**config.mk**
```make
export PLATFORM = sky130hd
export DESIGN_NAME = wdr_watchdog_regs
export DESIGN_NICKNAME = d
export VERILOG_FILES = /design/src/wdr_pkg.sv /design/src/wdr_watchdog_regs.sv
export SDC_FILE = /design/constraint.sdc
export NUM_CORES = 1
export LEC_CHECK = 0
export BUFFER_PORTS_ARGS = -buffer_cell sky130_fd_sc_hd__buf_4
export CAP_MARGIN = 20
export CELL_PAD_IN_SITES_DETAIL_PLACEMENT = 1
export CELL_PAD_IN_SITES_GLOBAL_PLACEMENT = 1
export CORE_MARGIN = 10
export CORE_UTILIZATION = 45
export CTS_BUF_LIST = sky130_fd_sc_hd__clkbuf_8
export DETAILED_ROUTE_END_ITERATION = 8
export PLACE_DENSITY_LB_ADDON = 0.08
export SLEW_MARGIN = 15
export SYNTH_ARGS = -nofsm -noshare
export SYNTH_HDL_FRONTEND = slang
export SYNTH_SLANG_ARGS = --single-unit
```
**constraint.sdc**
```tcl
create_clock -name clock -period 4.6 [get_ports clock]
set_input_delay 0.92 -clock clock [delete_from_list [all_inputs] [get_ports clock]]
set_output_delay 0.92 -clock clock [all_outputs]
set_load 0.01 [all_outputs]
```
**src/wdr_pkg.sv**
```systemverilog
// Package of the watchdog reload and lock register block.
// Assumes a 10 MHz system clock and a 10 kHz watchdog tick derived from it.
`default_nettype none

package wdr_pkg;

  // Register indexes; byte address on the bus is four times the index
  localparam logic [11:0] IDX_KEY    = 12'hff0;
  localparam logic [11:0] IDX_UPPER  = 12'hff1;
  localparam logic [11:0] IDX_MIDDLE = 12'hff2;
  localparam logic [11:0] IDX_LOWER  = 12'hff3;

  // Unlock key bytes
  localparam logic [7:0] KEY_FIRST  = 8'h55;
  localparam logic [7:0] KEY_SECOND = 8'haa;

  // Reload byte values after reset
  localparam logic [7:0] UPPER_RST  = 8'h00;
  localparam logic [7:0] MIDDLE_RST = 8'h04;
  localparam logic [7:0] LOWER_RST  = 8'h00;

  // Counter landmarks
  localparam logic [23:0] CNT_TIMEOUT    = 24'h000000;
  localparam logic [23:0] CNT_ONE        = 24'h000001;
  localparam logic [23:0] CNT_NO_REFRESH = 24'h000002;
  localparam logic [23:0] CNT_ROLLOVER   = 24'hffffff;
  localparam logic [23:0] RELOAD_MIN     = 24'h000004;

  // Watchdog tick timing
  localparam int RC_PERIOD_NS  = 100000;
  localparam int CLK_PERIOD_NS = 100;
  localparam int TICK_CYCLES   = RC_PERIOD_NS / CLK_PERIOD_NS;
  localparam int TICK_W        = $clog2(TICK_CYCLES);

  // Lock sequencer states
  typedef enum logic [2:0] {
    LK_IDLE      = 3'b000,
    LK_KEY1      = 3'b001,
    LK_WR_UPPER  = 3'b010,
    LK_WR_MIDDLE = 3'b011,
    LK_WR_LOWER  = 3'b100
  } wdr_lock_e;

  // Stored 24-bit reload value as three bytes
  typedef struct packed {
    logic [7:0] upper;
    logic [7:0] middle;
    logic [7:0] lower;
  } wdr_reload_s;

  localparam wdr_reload_s RELOAD_RST = '{upper: UPPER_RST, middle: MIDDLE_RST,
                                         lower: LOWER_RST};

endpackage : wdr_pkg

`default_nettype wire

```
**src/wdr_watchdog_regs.sv**
```systemverilog
// Watchdog reload registers, unlock sequencer and 24-bit down-counter.
// Assumes an Avalon-MM master on the same clock, and CPU strobes on that clock.
`timescale 1ns/1ps
`default_nettype none

module wdr_watchdog_regs
  import wdr_pkg::*;
#(
  parameter int ADDR_W = 16
) (
  // Clock and reset
  input  wire logic              clock,
  input  wire logic              nrst,
  // Avalon-MM slave
  input  wire logic [ADDR_W-1:0] avs_address,
  input  wire logic              avs_read,
  input  wire logic              avs_write,
  input  wire logic [31:0]       avs_writedata,
  input  wire logic [3:0]        avs_byteenable,
  output var  logic [31:0]       avs_readdata,
  output var  logic              avs_waitrequest,
  // CPU side
  input  wire logic              refreshExec,
  input  wire logic              alwaysOnOption,
  input  wire logic [7:0]        resetStatus,
  // Watchdog state
  output var  logic              timeoutPulse,
  output var  logic              wdtRunning,
  output var  logic              reloadUnlocked
);

  if (ADDR_W < 14 || ADDR_W > 32) begin : gBadAddrW
    $error("ADDR_W must lie between 14 and 32");
  end

  // Word index of the request against a register index
  function automatic logic idxHit(input logic [ADDR_W-1:0] addr, input logic [11:0] idx);
    idxHit = (addr[ADDR_W-1:2] == (ADDR_W-2)'(idx));
  endfunction : idxHit

  logic        ackReg;
  logic [31:0] readData_reg;
  wdr_lock_e   lockState_reg;
  wdr_reload_s reload_reg;
  logic [23:0] count_reg;
  logic        running_reg;
  logic [TICK_W-1:0] tickCnt_reg;
  logic        timeout_reg;

  logic        hitKey;
  logic        hitUpper;
  logic        hitMiddle;
  logic        hitLower;
  logic        rdTake;
  logic        wrAccept;
  logic        laneOk;
  logic [7:0]  wrByte;
  logic        keyFirst;
  logic        keySecond;
  logic        tickNow;
  logic        startLoad;
  logic        refreshOk;

  assign hitKey    = idxHit(avs_address, IDX_KEY);
  assign hitUpper  = idxHit(avs_address, IDX_UPPER);
  assign hitMiddle = idxHit(avs_address, IDX_MIDDLE);
  assign hitLower  = idxHit(avs_address, IDX_LOWER);
  assign laneOk    = avs_byteenable[0];
  assign wrByte    = avs_writedata[7:0];

  // Two-cycle answer: wait on the first cycle, accept on the second
  assign avs_waitrequest = (avs_read | avs_write) & ~ackReg;
  assign rdTake          = avs_read & ~ackReg;
  assign wrAccept        = avs_write & ackReg;

  always_ff @(posedge clock or negedge nrst) begin
    if (!nrst) begin
      ackReg <= 1'b0;
    end else begin
      ackReg <= (avs_read | avs_write) & ~ackReg;
    end
  end

  // Read data captured one cycle ahead of the accepting edge
  always_ff @(posedge clock or negedge nrst) begin
    if (!nrst) begin
      readData_reg <= 32'h00000000;
    end else if (rdTake) begin
      if (hitKey) begin
        readData_reg <= {24'h000000, resetStatus};
      end else if (hitUpper) begin
        readData_reg <= {24'h000000, count_reg[23:16]};
      end else if (hitMiddle) begin
        readData_reg <= {24'h000000, count_reg[15:8]};
      end else if (hitLower) begin
        readData_reg <= {24'h000000, count_reg[7:0]};
      end else begin
        readData_reg <= 32'h00000000;
      end
    end
  end

  assign avs_readdata = readData_reg;

  // Unlock sequencer; any accepted write out of order relocks
  assign keyFirst  = hitKey & laneOk & (wrByte == KEY_FIRST);
  assign keySecond = hitKey & laneOk & (wrByte == KEY_SECOND);

  always_ff @(posedge clock or negedge nrst) begin
    if (!nrst) begin
      lockState_reg <= LK_IDLE;
    end else if (wrAccept) begin
      unique case (lockState_reg)
        LK_IDLE: begin
          lockState_reg <= keyFirst ? LK_KEY1 : LK_IDLE;
        end
        LK_KEY1: begin
          if (keySecond) begin
            lockState_reg <= LK_WR_UPPER;
          end else if (keyFirst) begin
            lockState_reg <= LK_KEY1;
          end else begin
            lockState_reg <= LK_IDLE;
          end
        end
        LK_WR_UPPER: begin
          lockState_reg <= hitUpper ? LK_WR_MIDDLE : LK_IDLE;
        end
        LK_WR_MIDDLE: begin
          lockState_reg <= hitMiddle ? LK_WR_LOWER : LK_IDLE;
        end
        LK_WR_LOWER: begin
          lockState_reg <= LK_IDLE;
        end
        default: begin
          lockState_reg <= LK_IDLE;
        end
      endcase
    end
  end

  assign reloadUnlocked = (lockState_reg == LK_WR_UPPER) ||
                          (lockState_reg == LK_WR_MIDDLE) ||
                          (lockState_reg == LK_WR_LOWER);

  // Reload bytes; written only at their turn in the sequence
  always_ff @(posedge clock or negedge nrst) begin
    if (!nrst) begin
      reload_reg <= RELOAD_RST;
    end else if (wrAccept && laneOk) begin
      if (hitUpper && lockState_reg == LK_WR_UPPER) begin
        reload_reg.upper <= wrByte;
      end else if (hitMiddle && lockState_reg == LK_WR_MIDDLE) begin
        reload_reg.middle <= wrByte;
      end else if (hitLower && lockState_reg == LK_WR_LOWER) begin
        reload_reg.lower <= wrByte;
      end
    end
  end

  // Watchdog tick at the oscillator rate
  assign tickNow = (tickCnt_reg == TICK_W'(TICK_CYCLES - 1));

  always_ff @(posedge clock or negedge nrst) begin
    if (!nrst) begin
      tickCnt_reg <= '0;
    end else if (tickNow) begin
      tickCnt_reg <= '0;
    end else begin
      tickCnt_reg <= tickCnt_reg + TICK_W'(1);
    end
  end

  // Enable stays on until system reset
  assign startLoad = ~running_reg & (refreshExec | alwaysOnOption);
  assign refreshOk = running_reg & refreshExec & (count_reg > CNT_NO_REFRESH);

  always_ff @(posedge clock or negedge nrst) begin
    if (!nrst) begin
      running_reg <= 1'b0;
    end else if (startLoad) begin
      running_reg <= 1'b1;
    end
  end

  assign wdtRunning = running_reg;

  // Down-counter; refusal near zero relies on a reload of at least four
  always_ff @(posedge clock or negedge nrst) begin
    if (!nrst) begin
      count_reg <= RELOAD_RST;
    end else if (startLoad || refreshOk) begin
      count_reg <= reload_reg;
    end else if (running_reg && tickNow) begin
      if (count_reg == CNT_TIMEOUT) begin
        count_reg <= CNT_ROLLOVER;
      end else begin
        count_reg <= count_reg - CNT_ONE;
      end
    end
  end

  // Time-out when the count arrives at zero
  always_ff @(posedge clock or negedge nrst) begin
    if (!nrst) begin
      timeout_reg <= 1'b0;
    end else begin
      timeout_reg <= running_reg & tickNow & ~refreshOk & ~startLoad &
                     (count_reg == CNT_ONE);
    end
  end

  assign timeoutPulse = timeout_reg;

  // Bus answer timing
  a_wait_one_cycle: assert property (
    @(posedge clock) disable iff (!nrst)
    ((avs_read || avs_write) && !ackReg) |-> avs_waitrequest ##1 !avs_waitrequest)
    else $error("waitrequest did not drop after one cycle");

  a_key_reads_status: assert property (
    @(posedge clock) disable iff (!nrst)
    (rdTake && hitKey) |=> (avs_readdata == {24'h000000, $past(resetStatus)}))
    else $error("key address read did not return reset status");

  a_key_no_state: assert property (
    @(posedge clock) disable iff (!nrst)
    (wrAccept && hitKey) |=> (reload_reg == $past(reload_reg)))
    else $error("key write altered reload bytes");

  a_unlock_pair: assert property (
    @(posedge clock) disable iff (!nrst)
    (wrAccept && lockState_reg == LK_KEY1 && keySecond) |=> reloadUnlocked)
    else $error("key pair did not unlock");

  a_locked_ignore: assert property (
    @(posedge clock) disable iff (!nrst)
    (wrAccept && hitUpper && lockState_reg != LK_WR_UPPER)
    |=> (reload_reg.upper == $past(reload_reg.upper)))
    else $error("locked upper byte changed");

  a_seq_break: assert property (
    @(posedge clock) disable iff (!nrst)
    (wrAccept && lockState_reg == LK_WR_MIDDLE && !hitMiddle)
    |=> (lockState_reg == LK_IDLE && !reloadUnlocked))
    else $error("out-of-order write did not relock");

  a_relock_after: assert property (
    @(posedge clock) disable iff (!nrst)
    (wrAccept && laneOk && hitLower && lockState_reg == LK_WR_LOWER)
    |=> (lockState_reg == LK_IDLE && reload_reg.lower == $past(wrByte)))
    else $error("lower byte write did not store and relock");

  a_read_count: assert property (
    @(posedge clock) disable iff (!nrst)
    (rdTake && hitMiddle) |=> (avs_readdata[15:0] == {8'h00, $past(count_reg[15:8])}))
    else $error("middle read did not return live count");

  a_write_no_count: assert property (
    @(posedge clock) disable iff (!nrst)
    (wrAccept && hitUpper && !startLoad && !refreshOk && !(running_reg && tickNow))
    |=> (count_reg == $past(count_reg)))
    else $error("reload write disturbed running count");

  a_refresh_load: assert property (
    @(posedge clock) disable iff (!nrst)
    (startLoad || refreshOk) |=> (count_reg == $past(reload_reg)))
    else $error("enable or refresh did not load reload value");

  a_refresh_refused: assert property (
    @(posedge clock) disable iff (!nrst)
    (running_reg && refreshExec && count_reg <= CNT_NO_REFRESH && !tickNow)
    |=> (count_reg == $past(count_reg)))
    else $error("refresh accepted at or below two");

  a_timeout_zero: assert property (
    @(posedge clock) disable iff (!nrst)
    timeoutPulse |-> (count_reg == CNT_TIMEOUT) ##1 !timeoutPulse)
    else $error("time-out without zero count");

  a_always_on_start: assert property (
    @(posedge clock) disable iff (!nrst)
    (alwaysOnOption && !running_reg) |=> (running_reg && count_reg == $past(reload_reg)))
    else $error("always-on option did not start and load");

  a_running_sticky: assert property (
    @(posedge clock) disable iff (!nrst)
    running_reg |=> running_reg)
    else $error("watchdog stopped without reset");

  a_read_upper: assert property (
    @(posedge clock) disable iff (!nrst)
    (rdTake && hitUpper) |=> (avs_readdata == {24'h000000, $past(count_reg[23:16])}))
    else $error("upper read did not return live count");

  a_read_lower: assert property (
    @(posedge clock) disable iff (!nrst)
    (rdTake && hitLower) |=> (avs_readdata == {24'h000000, $past(count_reg[7:0])}))
    else $error("lower read did not return live count");

  a_upper_relock: assert property (
    @(posedge clock) disable iff (!nrst)
    (wrAccept && lockState_reg == LK_WR_UPPER && !hitUpper) |=> (lockState_reg == LK_IDLE))
    else $error("write other than upper did not relock");

  a_locked_middle: assert property (
    @(posedge clock) disable iff (!nrst)
    (wrAccept && hitMiddle && lockState_reg != LK_WR_MIDDLE)
    |=> (reload_reg.middle == $past(reload_reg.middle)))
    else $error("locked middle byte changed");

  a_locked_lower: assert property (
    @(posedge clock) disable iff (!nrst)
    (wrAccept && hitLower && lockState_reg != LK_WR_LOWER)
    |=> (reload_reg.lower == $past(reload_reg.lower)))
    else $error("locked lower byte changed");

  a_count_rollover: assert property (
    @(posedge clock) disable iff (!nrst)
    (running_reg && tickNow && !startLoad && !refreshOk && count_reg == CNT_TIMEOUT)
    |=> (count_reg == CNT_ROLLOVER))
    else $error("count did not roll over after time-out");

endmodule : wdr_watchdog_regs

`default_nettype wire

```
==> flow_summary.rst, run 1 <==
.. list-table::
   :header-rows: 1

   * - Metric
     - Value
   * - Worst setup slack after placement
     - 1.39 ns
   * - Slew headroom
     - 38.0%
   * - Number of logic stages on the critical path including buffering
     - 8
   * - Status
     - completed
   * - Pwr per Cell Area
     - 319 nW/um2
   * - Worst Hold Depth
     - 1
   * - Largest cells by area after synthesis
     - dfrtp_1, nand2_1, buf_4
   * - Count of routing violations after the opening detailed-route iteration
     - 218
   * - Dominant combinational cell family by area after synthesis
     - simple AND/OR/NAND/NOR gates
   * - Global route total overflow
     - 0
   * - Routability congestion estimate from global placement
     - 0.881
   * - Placeable core region
     - 8680 um2
   * - Sequential power share
     - 44.6%
   * - Worst-skew pair later-pin latency
     - 0.35 ns
   * - Number of antenna violations at the first check in global routing
     - 0
   * - Worst vdd ir
     - 0.164 mV
   * - Endpoint class of the critical path
     - flop
   * - Most used standard cells in the synthesized netlist
     - dfrtp_1, nand2_1, o21ai_0
   * - Fraction of registers with async set/reset
     - 100%
   * - Largest delay share family, worst path
     - simple AND/OR/NAND/NOR gates
   * - Antenna diode count
     - 0
   * - Number of register bits inferred by synthesis
     - 72
   * - Routed len/inst
     - 19.6 um
   * - Number of enable flip-flop cells after synthesis
     - 0
   * - Overall die height
     - 114 um
   * - Min Clock Period, post-route
     - 2.84 ns
   * - Post-CTS Resized
     - 0
   * - Worst Max-Slew Pin Slew
     - 0.930 ns
   * - Number of H-tree levels
     - 3
   * - Adder-cell share of the synthesized area
     - 1.25%
   * - CP bufs+invs
     - 2
   * - Classification of the worst setup path
     - input pin to flop
   * - Main synth FF type
     - dfrtp_1
   * - Global-route wire length before repair
     - 18,100 um
   * - Clock-pin transition on the worst setup and hold timing paths
     - 0.08 ns
   * - Clock share of power
     - 38.0%
   * - Number of buffers inserted by hold repair at cts
     - 0
   * - Cell-by-cell trace of the critical path
     - buf_4, nand4b_1, nor4_2, nand4_1, buf_4, or3_4, or3_1, mux2_4
   * - Fraction of synthesized area in multiplexers
     - 12.2%
   * - Number of buffers added on ports
     - 48
   * - Fraction of final layout cells with drive strength greater than 1
     - 24.2%
   * - Unique masters post-synth
     - 52
   * - CTS buffer count
     - 9
   * - Most common cell in the synthesized netlist
     - dfrtp_1
   * - X dimension of the die
     - 114 um
   * - Remaining antenna violation count after routing
     - 0
   * - Hold crit path type
     - flop to flop
   * - Setup repair after global routing missed its margin
     - false
   * - Sequential fraction of the synthesis area
     - 45.0%
   * - Post-route DRC violation count
     - 0
   * - Total half-perimeter wirelength after legalization and detailed placement
     - 8180 um
   * - Largest net degree at the start of global routing
     - 73
   * - Drt via density
     - 5.59
   * - Area of the die
     - 13,100 um2
   * - Final Cycle Share
     - 61.7%
   * - Number of sinks on the clock net
     - 72
   * - Fin. max-slew vios
     - 0
   * - Number of iterations in the first detailed-routing pass
     - 5
   * - Number of endpoints failing setup at the final stage
     - 0
   * - Critical path peak fanout
     - 12
   * - Global routing usage summed across all routing layers
     - 17.4%
   * - Number of fill cells
     - 1,034
   * - Reported leakage power
     - 2.15 nW
   * - Post-CTS setup buffers
     - 0
   * - Area share of the leading cell type in the synthesized netlist
     - 43.7%
   * - Via count of the routed design
     - 3,147
   * - Library cell contributing the largest single delay on the critical path
     - or3_1
   * - Synthesized-area fraction occupied by ao, oa, aoi and oai cells
     - 10.2%
   * - Initial Util
     - 46.2%
   * - Basic-gate share of the synthesized area counting and, or, nand and nor cells
     - 21.0%
   * - Number of top-level design ports
     - 102
   * - Avg Cell Area, Syn
     - 9.96 um2
   * - Max frequency
     - 353 MHz
   * - Path depth of the worst reg2reg path
     - 6
   * - Row count
     - 34
   * - CP most frequent cell
     - buf_4
   * - Netlist area before placement
     - 4010 um2
   * - Total Wirelength
     - 11,000 um
   * - Crit start category
     - input pin
   * - Clock root buffer
     - clkbuf_8
   * - Clock tree from TritonCTS
     - done
   * - Max stage delay on crit path
     - 0.62 ns
   * - Cell type contributing the most total cell area after synthesis
     - dfrtp_1
   * - Setup total negative slack
     - 0 ns
   * - Post-Synthesis Cells
     - 402
   * - Area added between synthesis and finish
     - 14.5%
   * - Number of global-route vias before repair
     - 3,299
   * - Count of endpoints failing hold in the final timing report
     - 0
   * - P_sw
     - 431 uW
   * - Cell Int Power
     - 1.03 mW
   * - Switching Share
     - 29.4%
   * - Clock Path Buffers
     - 2
   * - Clk_skew
     - 0.0118 ns
   * - Fin worst setup slack
     - 1.76 ns
   * - Arrival time worst endpoint
     - 3.06 ns
   * - Total number of nets in the final design
     - 520
   * - CP required
     - 4.82 ns
   * - Gate power share
     - 17.5%
   * - Xor and xnor area share after synthesis
     - 3.28%
   * - Number of synthesis warnings
     - 0
   * - Max-capacitance violation count
     - 0
-- routing by layer --
metal	up-vias	routed length, um	global-route usage, %
met1	1551	5010	24.2
li1	1489	-	-
met2	92	5070	26.0
met3	15	734	3.72
met5	-	0	0
met4	0	197	6.02
-- layout make-up --
cell class / instances / area, um2 / area share [%]
Sequential cell: 72 / 1800 / 39.3
Multi-Input combinational cell: 307 / 2010 / 43.9
Tap cell: 108 / 135 / 2.95
Clock inverter: 3 / 38.8 / 0.846
Timing Repair Buffer: 51 / 383 / 8.35
Clock buffer: 13 / 179 / 3.90
Inverter: 9 / 33.8 / 0.736
-- path summary, 6_finish.rpt --
path,from,to,slack (ns)
max,avs_address[14],reload_reg[8],1.76
min,ackReg,ackReg,0.47
max reg2reg,count_reg[6],count_reg[21],1.94
min reg2reg,ackReg,ackReg,0.47
max in group asynchronous,nrst,reload_reg[8],3.28
min in group asynchronous,nrst,wdtRunning,0.70
-- through the flow --
stage / std cells / cell area [um2] / power, mW / hold WS (ns) / utilization (%)
global placement: 547 / 4360 / 0.912 / 0.444 / 50.3
floorplan: 425 / 4090 / 0.846 / 0.445 / -
detailed placement: 547 / 4360 / 0.917 / 0.469 / 50.3
global route: 563 / 4590 / 1.53 / 0.511 / 52.9
CTS: 563 / 4580 / 1.47 / 0.484 / 52.8
finish: 563 / 4590 / 1.46 / 0.472 / 52.9
-- cells in the final DEF, fill, tap and decap left out, types with 3 or more instances in the layout --
cell | Yosys | layout
dfrtp_1 | 70 | 70
nand2_1 | 52 | 52
buf_4 | 25 | 51
o21ai_0 | 36 | 36
nor2_1 | 28 | 28
conb_1 | 1 | 24
mux2_2 | 16 | 16
nand3_1 | 14 | 14
clkbuf_8 | 0 | 13
a21oi_1 | 11 | 11
inv_1 | 9 | 10
nand2b_1 | 10 | 10
nand4_1 | 9 | 9
xnor2_1 | 9 | 9
nor4_1 | 8 | 8
mux2_4 | 8 | 8
mux4_2 | 8 | 8
nor3_1 | 6 | 6
xor2_1 | 6 | 6
or3_1 | 5 | 5
o31ai_1 | 6 | 5
o22ai_1 | 5 | 5
nor2b_1 | 4 | 4
a31oi_1 | 4 | 4
ha_1 | 4 | 4
and3_1 | 3 | 3
nand4b_1 | 3 | 3
o41ai_1 | 3 | 3
-- power by group through the flow --
stage / Sequential, mW / Combinational, mW / Clock (mW)
global route: 0.653 / 0.284 / 0.593
finish: 0.652 / 0.256 / 0.556
detailed placement: 0.664 / 0.253 / 0
floorplan: 0.660 / 0.186 / 0
global placement: 0.665 / 0.247 / 0
CTS: 0.652 / 0.253 / 0.565
-- cells by family after synthesis --
logic type      after synthesis
xor+xnor                     15
flops                        72
buf+inv                      46
fa+ha+maj                     4
mux                          33
compound gates               71
other cells                   1
simple gates                160
-- worst register-to-register path, cell delays in order (launching register included) --
cell and delay [ns]:
dfrtp_1 0.47, nor4_1 0.49, and4_1 0.48, nand4_1 0.21, o21ai_1 0.48, o21ai_0 0.23
o21ai_0 0.20
No activity file was read; power rests on OpenSTA's default activity.
==> run 2: changes to the inputs <==
CORE_UTILIZATION = 42   (was 45)
clock period = 2.9 ns   (was 4.6 ns; I/O delays follow)
==> run 2 against run 1 <==
Effect of this change:
- largest cell class unchanged
- critical path type is now flop to flop
- clock-buffer cell count down 2
- largest power group unchanged
- sequential cell count did not move
- die area is 5.9% higher
- first-iteration DRC count down 20%
- register-to-register slack worse by 1.5 ns
- combinational power rose by 70%
==> flow_summary.rst, run 2 (same netlist as run 1, synthesis figures left out) <==
.. list-table::
   :header-rows: 1

   * - Metric
     - Value
   * - Post-CTS Resized
     - 0 (unchanged)
   * - Clock root buffer
     - clkbuf_8 (unchanged)
   * - Area added between synthesis and finish
     - 16.5% (was 14.5%)
   * - Number of buffers inserted by hold repair at cts
     - 0 (unchanged)
   * - Largest net degree at the start of global routing
     - 73 (unchanged)
   * - Total number of nets in the final design
     - 526 (was 520)
   * - Hold crit path type
     - input pin to async pin (was flop to flop)
   * - Non-filler instance count after layout
     - 590 (was 563)
   * - Register area
     - 1800 um2 (unchanged)
   * - Max frequency
     - 403 MHz
   * - Global-route wire length before repair
     - 18,600 um (was 18,100 um)
   * - Number of iterations in the first detailed-routing pass
     - 6 (was 5)
   * - Worst Max-Slew Pin Slew
     - 0.926 ns (was 0.930 ns)
   * - Initial Util
     - 43.1% (was 46.2%)
   * - Count of routing violations after the opening detailed-route iteration
     - 174 (was 218)
   * - Number of global-route vias before repair
     - 3,424 (was 3,299)
   * - Most frequent standard cell in the layout excluding fill and tap cells
     - dfrtp_1 (unchanged)
   * - Setup total negative slack
     - 0 ns (unchanged)
   * - Drt via density
     - 5.42 (was 5.59)
   * - Global route total overflow
     - 0 (unchanged)
   * - Min Clock Period, post-route
     - 2.48 ns
   * - Via count of the routed design
     - 3,195 (was 3,147)
   * - Clk_skew
     - 0.00981 ns (was 0.0118 ns)
   * - Reported leakage power
     - 2.17 nW (was 2.15 nW)
   * - Row count
     - 35 (was 34)
   * - Path depth of the worst reg2reg path
     - 6 (unchanged)
   * - Classification of the worst setup path
     - flop to flop (was input pin to flop)
   * - Clock tree from TritonCTS
     - done (unchanged)
   * - Post-Route Hold Slack
     - 0.342 ns (was 0.472 ns)
   * - Total half-perimeter wirelength after legalization and detailed placement
     - 8510 um (was 8180 um)
   * - Clock Path Buffers
     - 2 (unchanged)
   * - Number of fill cells
     - 1,108 (was 1,034)
   * - Pwr per Cell Area
     - 494 nW/um2 (was 319 nW/um2)
   * - Global routing usage summed across all routing layers
     - 16.3% (was 17.4%)
   * - Setup repair after global routing missed its margin
     - false (unchanged)
   * - Overall die height
     - 118 um (was 114 um)
   * - Post-CTS setup buffers
     - 0 (unchanged)
   * - Max-capacitance violation count
     - 0 (unchanged)
   * - CTS buffer count
     - 9 (unchanged)
   * - Total Wirelength
     - 11,400 um (was 11,000 um)
   * - Sequential power share
     - 44.9% (was 44.6%)
   * - Routed len/inst
     - 19.3 um (was 19.6 um)
   * - Combined area of the multi-input logic cells
     - 2010 um2 (about the same)
   * - Slew headroom
     - 38.2% (was 38.0%)
   * - Fraction of final layout cells with drive strength greater than 1
     - 25.2% (was 24.2%)
   * - Cell Int Power
     - 1.61 mW (was 1.03 mW)
   * - Endpoint class of the critical path
     - flop (unchanged)
   * - Placeable core region
     - 9280 um2 (was 8680 um2)
   * - Worst vdd ir
     - 0.240 mV (was 0.164 mV)
   * - Number of sinks on the clock net
     - 72 (unchanged)
   * - Switching Share
     - 29.9% (was 29.4%)
   * - Arrival time worst endpoint
     - 2.75 ns (was 3.06 ns)
   * - Gate power share
     - 18.9% (was 17.5%)
   * - Remaining antenna violation count after routing
     - 0 (unchanged)
   * - Worst setup slack after placement
     - 0.178 ns (was 1.39 ns)
   * - Commonest non-fill, non-tap cells in the layout
     - dfrtp_1, buf_4, nand2_1 (was dfrtp_1, nand2_1, buf_4)
   * - Number of antenna violations at the first check in global routing
     - 0 (unchanged)
   * - Area of the die
     - 13,800 um2 (was 13,100 um2)
   * - Number of top-level design ports
     - 102 (unchanged)
   * - Clock-pin transition on the worst setup and hold timing paths
     - 0.08 ns (about the same)
   * - Antenna diode count
     - 0 (unchanged)
   * - Count of endpoints failing hold in the final timing report
     - 0 (unchanged)
   * - Worst-skew pair later-pin latency
     - 0.35 ns (about the same)
   * - Number of endpoints failing setup at the final stage
     - 0 (unchanged)
   * - Clock share of power
     - 36.2% (was 38.0%)
   * - Post-route DRC violation count
     - 0 (unchanged)
   * - CP required
     - 3.17 ns (was 4.82 ns)
   * - Fin. max-slew vios
     - 0 (unchanged)
   * - Crit start category
     - flop (was input pin)
   * - Status
     - completed (unchanged)
   * - Routability congestion estimate from global placement
     - 0.867 (was 0.881)
   * - Final Cycle Share
     - 85.6%
   * - Instance count after placement with tap cells included
     - 574 (was 547)
   * - Number of H-tree levels
     - 3 (unchanged)
   * - Fin worst setup slack
     - 0.417 ns (was 1.76 ns)
   * - Number of buffers added on ports
     - 48 (unchanged)
   * - P_sw
     - 690 uW (was 431 uW)
   * - X dimension of the die
     - 118 um (was 114 um)
   * - Critical path peak fanout
     - 13 (was 12)
[run 2: cell count changes in the layout (fill, tap and decap cells not counted), sizes merged]
cell	previous run	this run
clkinvlp	0	2
clkbuf	13	11
inv	10	9
buf	51	57
clkinv	1	2
[run 2: power groups by stage]
stage | sequential (mW) | clock, mW | combinational, mW
2_1_floorplan | 1.05 | 0 | 0.295
3_3_place_gp | 1.05 | 0 | 0.422
3_5_place_dp | 1.05 | 0 | 0.427
4_1_cts | 1.03 | 0.853 | 0.431
5_1_grt | 1.04 | 0.892 | 0.474
6_report | 1.03 | 0.835 | 0.435
[run 2: path summary, 6_finish.rpt]
check / startpoint / to / slack (ns)
max in group asynchronous: nrst / avs_readdata[0] / 1.93
worst min register to register: avs_readdata[0] / avs_readdata[0] / 0.48
worst max-delay path: count_reg[6] / count_reg[15] / 0.42
min in group clock: alwaysOnOption / wdtRunning / 0.43
worst min-delay path: nrst / tickCnt_reg[7] / 0.34
worst max register to register: count_reg[6] / count_reg[15] / 0.42
[run 2: critical path, cell delays in order (launching register included)]
cell and delay [ns]:
dfrtp_1 0.50, nor4_1 0.49, nand4_1 0.19, or3_1 0.64, nand2_1 0.31, o22ai_1 0.11, o21ai_0 0.17
[run 2: layout make-up]
| type | instances | share of cell area [%] |
|---|---|---|
| sequential | 72 | 38.7 |
| inverter | 9 | 0.724 |
| clock inverter | 5 | 1.18 |
| timing repair buffer | 57 | 9.71 |
| multi-input combinational | 307 | 43.0 |
| tap | 129 | 3.46 |
| clock buffer | 11 | 3.24 |
[run 2: metrics by stage]
stage	total power [mW]	utilization, %	cell area [um2]
2_1_floorplan	1.34	-	4090
3_3_place_gp	1.47	48.0	4460
3_5_place_dp	1.48	48.0	4460
4_1_cts	2.32	50.3	4670
5_1_grt	2.40	50.3	4670
6_report	2.30	50.3	4670
[run 2: metal layers]
layer	global-route usage (%)	part of all wire (%)
met1	22.4	47
met2	25.4	47
met3	2.93	4.0
met4	4.95	1.5
met5	0	0
==> run 3: changes to the inputs <==
CORE_UTILIZATION = 35   (was 42)
==> run 3 against run 2 <==
Effect of this change:
- maximum frequency shrank 2.7%
- clock-buffer cell count shrank 2
- global-route usage shrank 1.5 points
- register-to-register slack lost 0.07 ns
- via count shrank 1.4%
- combinational power is essentially flat
- worst hold slack gained 0.025 ns
- routed wire length grew 2.9%
- clock power grew 31%
- design area grew 1.7%
- critical path type unchanged
- largest cell class unchanged
- highest routed layer unchanged
==> flow_summary.rst, run 3 (same netlist as run 1, synthesis figures left out) <==
.. list-table::
   :header-rows: 1

   * - Metric
     - Value
   * - Area of the die
     - 16,100 um2 (was 13,800 um2)
   * - Number of top-level design ports
     - 102 (unchanged)
   * - Clk_skew
     - 0.0160 ns (was 0.00981 ns)
   * - Number of fill cells
     - 1,309 (was 1,108)
   * - Fraction of final layout cells with drive strength greater than 1
     - 25.5% (was 25.2%)
   * - Total number of nets in the final design
     - 528 (was 526)
   * - Commonest non-fill, non-tap cells in the layout
     - dfrtp_1, buf_4, nand2_1 (unchanged)
   * - Total Wirelength
     - 11,700 um (was 11,400 um)
   * - CP required
     - 3.17 ns (about the same)
   * - Number of global-route vias before repair
     - 3,392 (was 3,424)
   * - Min Clock Period, post-route
     - 2.55 ns (was 2.48 ns)
   * - Number of antenna violations at the first check in global routing
     - 0 (unchanged)
   * - Post-Route Hold Slack
     - 0.367 ns (was 0.342 ns)
   * - Clock-pin transition on the worst setup and hold timing paths
     - 0.09 ns (was 0.08 ns)
   * - Library cell contributing the largest single delay on the critical path
     - or3_1 (unchanged)
   * - Arrival time worst endpoint
     - 2.83 ns (was 2.75 ns)
   * - Area added between synthesis and finish
     - 18.5% (was 16.5%)
   * - Status
     - completed (unchanged)
   * - Post-CTS Resized
     - 0 (unchanged)
   * - Number of sinks on the clock net
     - 72 (unchanged)
   * - Max stage delay on crit path
     - 0.64 ns (about the same)
   * - Largest delay share family, worst path
     - simple AND/OR/NAND/NOR gates (unchanged)
   * - Number of endpoints failing setup at the final stage
     - 0 (unchanged)
   * - X dimension of the die
     - 127 um (was 118 um)
   * - Classification of the worst setup path
     - flop to flop (unchanged)
   * - Drt via density
     - 5.20 (was 5.42)
   * - Most frequent standard cell in the layout excluding fill and tap cells
     - dfrtp_1 (unchanged)
   * - Slew headroom
     - 36.4% (was 38.2%)
   * - Pwr per Cell Area
     - 539 nW/um2 (was 494 nW/um2)
   * - Global routing usage summed across all routing layers
     - 14.8% (was 16.3%)
   * - Reported leakage power
     - 2.21 nW (was 2.17 nW)
   * - Register area
     - 1800 um2 (unchanged)
   * - Worst Max-Slew Pin Slew
     - 0.954 ns (was 0.926 ns)
   * - Global route total overflow
     - 0 (unchanged)
   * - Row count
     - 39 (was 35)
   * - Total half-perimeter wirelength after legalization and detailed placement
     - 8810 um (was 8510 um)
   * - Fin. max-slew vios
     - 0 (unchanged)
   * - Clock Path Buffers
     - 2 (unchanged)
   * - Global-route wire length before repair
     - 19,200 um (was 18,600 um)
   * - Number of logic stages on the critical path including buffering
     - 6 (unchanged)
   * - Critical path peak fanout
     - 13 (unchanged)
   * - Worst vdd ir
     - 0.298 mV (was 0.240 mV)
   * - Initial Util
     - 35.4% (was 43.1%)
   * - Count of endpoints failing hold in the final timing report
     - 0 (unchanged)
   * - Number of iterations in the first detailed-routing pass
     - 4 (was 6)
   * - Cell Int Power
     - 1.83 mW (was 1.61 mW)
   * - Count of routing violations after the opening detailed-route iteration
     - 152 (was 174)
   * - CTS buffer count
     - 9 (unchanged)
   * - Crit start category
     - flop (unchanged)
   * - Number of buffers inserted by hold repair at cts
     - 0 (unchanged)
   * - Combined area of the multi-input logic cells
     - 2010 um2 (unchanged)
   * - Worst-skew pair later-pin latency
     - 0.36 ns (was 0.35 ns)
   * - Clock tree from TritonCTS
     - done (unchanged)
   * - Setup total negative slack
     - 0 ns (unchanged)
   * - Overall die height
     - 127 um (was 118 um)
   * - Max-capacitance violation count
     - 0 (unchanged)
   * - Path depth of the worst reg2reg path
     - 6 (unchanged)
   * - Routed len/inst
     - 19.3 um (about the same)
   * - Setup repair after global routing missed its margin
     - false (unchanged)
   * - Post-CTS setup buffers
     - 0 (unchanged)
   * - Clock root buffer
     - clkbuf_8 (unchanged)
   * - Final Cycle Share
     - 88.0% (was 85.6%)
   * - Remaining antenna violation count after routing
     - 0 (unchanged)
   * - Hold crit path type
     - input pin to async pin (unchanged)
   * - Placeable core region
     - 11,300 um2 (was 9280 um2)
   * - Gate power share
     - 17.0% (was 18.9%)
   * - Routability congestion estimate from global placement
     - 0.893 (was 0.867)
   * - Max frequency
     - 392 MHz (was 403 MHz)
   * - Switching Share
     - 28.3% (was 29.9%)
   * - Endpoint class of the critical path
     - flop (unchanged)
   * - Sequential power share
     - 40.5% (was 44.9%)
   * - Clock share of power
     - 42.5% (was 36.2%)
   * - Via count of the routed design
     - 3,149 (was 3,195)
   * - Largest net degree at the start of global routing
     - 73 (unchanged)
   * - Post-route DRC violation count
     - 0 (unchanged)
   * - Cell-by-cell trace of the critical path
     - nor4_1, nand4_1, or3_1, nand2_1, o22ai_1, o21ai_0 (unchanged)
   * - Antenna diode count
     - 0 (unchanged)
   * - P_sw
     - 724 uW (was 690 uW)
   * - CP bufs+invs
     - 0 (unchanged)
   * - Number of H-tree levels
     - 3 (unchanged)
   * - Number of buffers added on ports
     - 48 (unchanged)
[run 3: area by class of cell]
| cell class | count | share of cell area [%] |
|---|---|---|
| tap | 143 | 3.77 |
| clock buffer | 9 | 2.61 |
| sequential | 72 | 38.0 |
| multi-input combinational | 307 | 42.3 |
| clock inverter | 7 | 3.00 |
| inverter | 9 | 0.712 |
| timing repair buffer | 59 | 9.59 |
[run 3: per-stage QoR]
stage	power (mW)	std cells	utilization (%)	instance area, um2	worst slack [ns]
global placement	1.49	590	39.6	4480	0.188
global route	2.68	606	41.9	4750	0.186
finish	2.56	606	41.9	4750	0.349
CTS	2.60	606	41.9	4750	0.332
floorplan	1.34	425	-	4090	0.572
detailed placement	1.49	590	39.6	4480	0.195
[run 3: per-layer routing]
layer	GRT usage [%]	share of wire, %	up-vias
met3	3.60	5.5	12
met2	22.4	46	74
met1	20.5	47	1567
met5	0	0	-
met4	3.88	1.1	0
li1	-	-	1496
[run 3: power groups by stage]
stage / sequential [mW] / clock (mW) / combinational [mW]
3_5_place_dp: 1.06 / 0 / 0.438
3_3_place_gp: 1.06 / 0 / 0.435
4_1_cts: 1.04 / 1.12 / 0.439
5_1_grt: 1.04 / 1.17 / 0.482
2_1_floorplan: 1.05 / 0 / 0.295
6_report: 1.04 / 1.09 / 0.435
[run 3: final timing paths]
| kind | start | to | slack [ns] |
|---|---|---|---|
| setup / recovery | count_reg[7] | count_reg[15] | 0.35 |
| hold / removal | nrst | count_reg[17] | 0.37 |
| setup reg to reg | count_reg[7] | count_reg[15] | 0.35 |
| hold reg to reg | ackReg | ackReg | 0.47 |
| max in group asynchronous | nrst | reload_reg[6] | 1.91 |
| min in group clock | alwaysOnOption | wdtRunning | 0.43 |
[run 3: worst register-to-register path, stage by stage, from the launching register on]
cell and delay [ns]:
dfrtp_1 0.44, nor4_1 0.60, nand4_1 0.24, or3_1 0.64, nand2_1 0.29, o22ai_1 0.12, o21ai_0 0.15
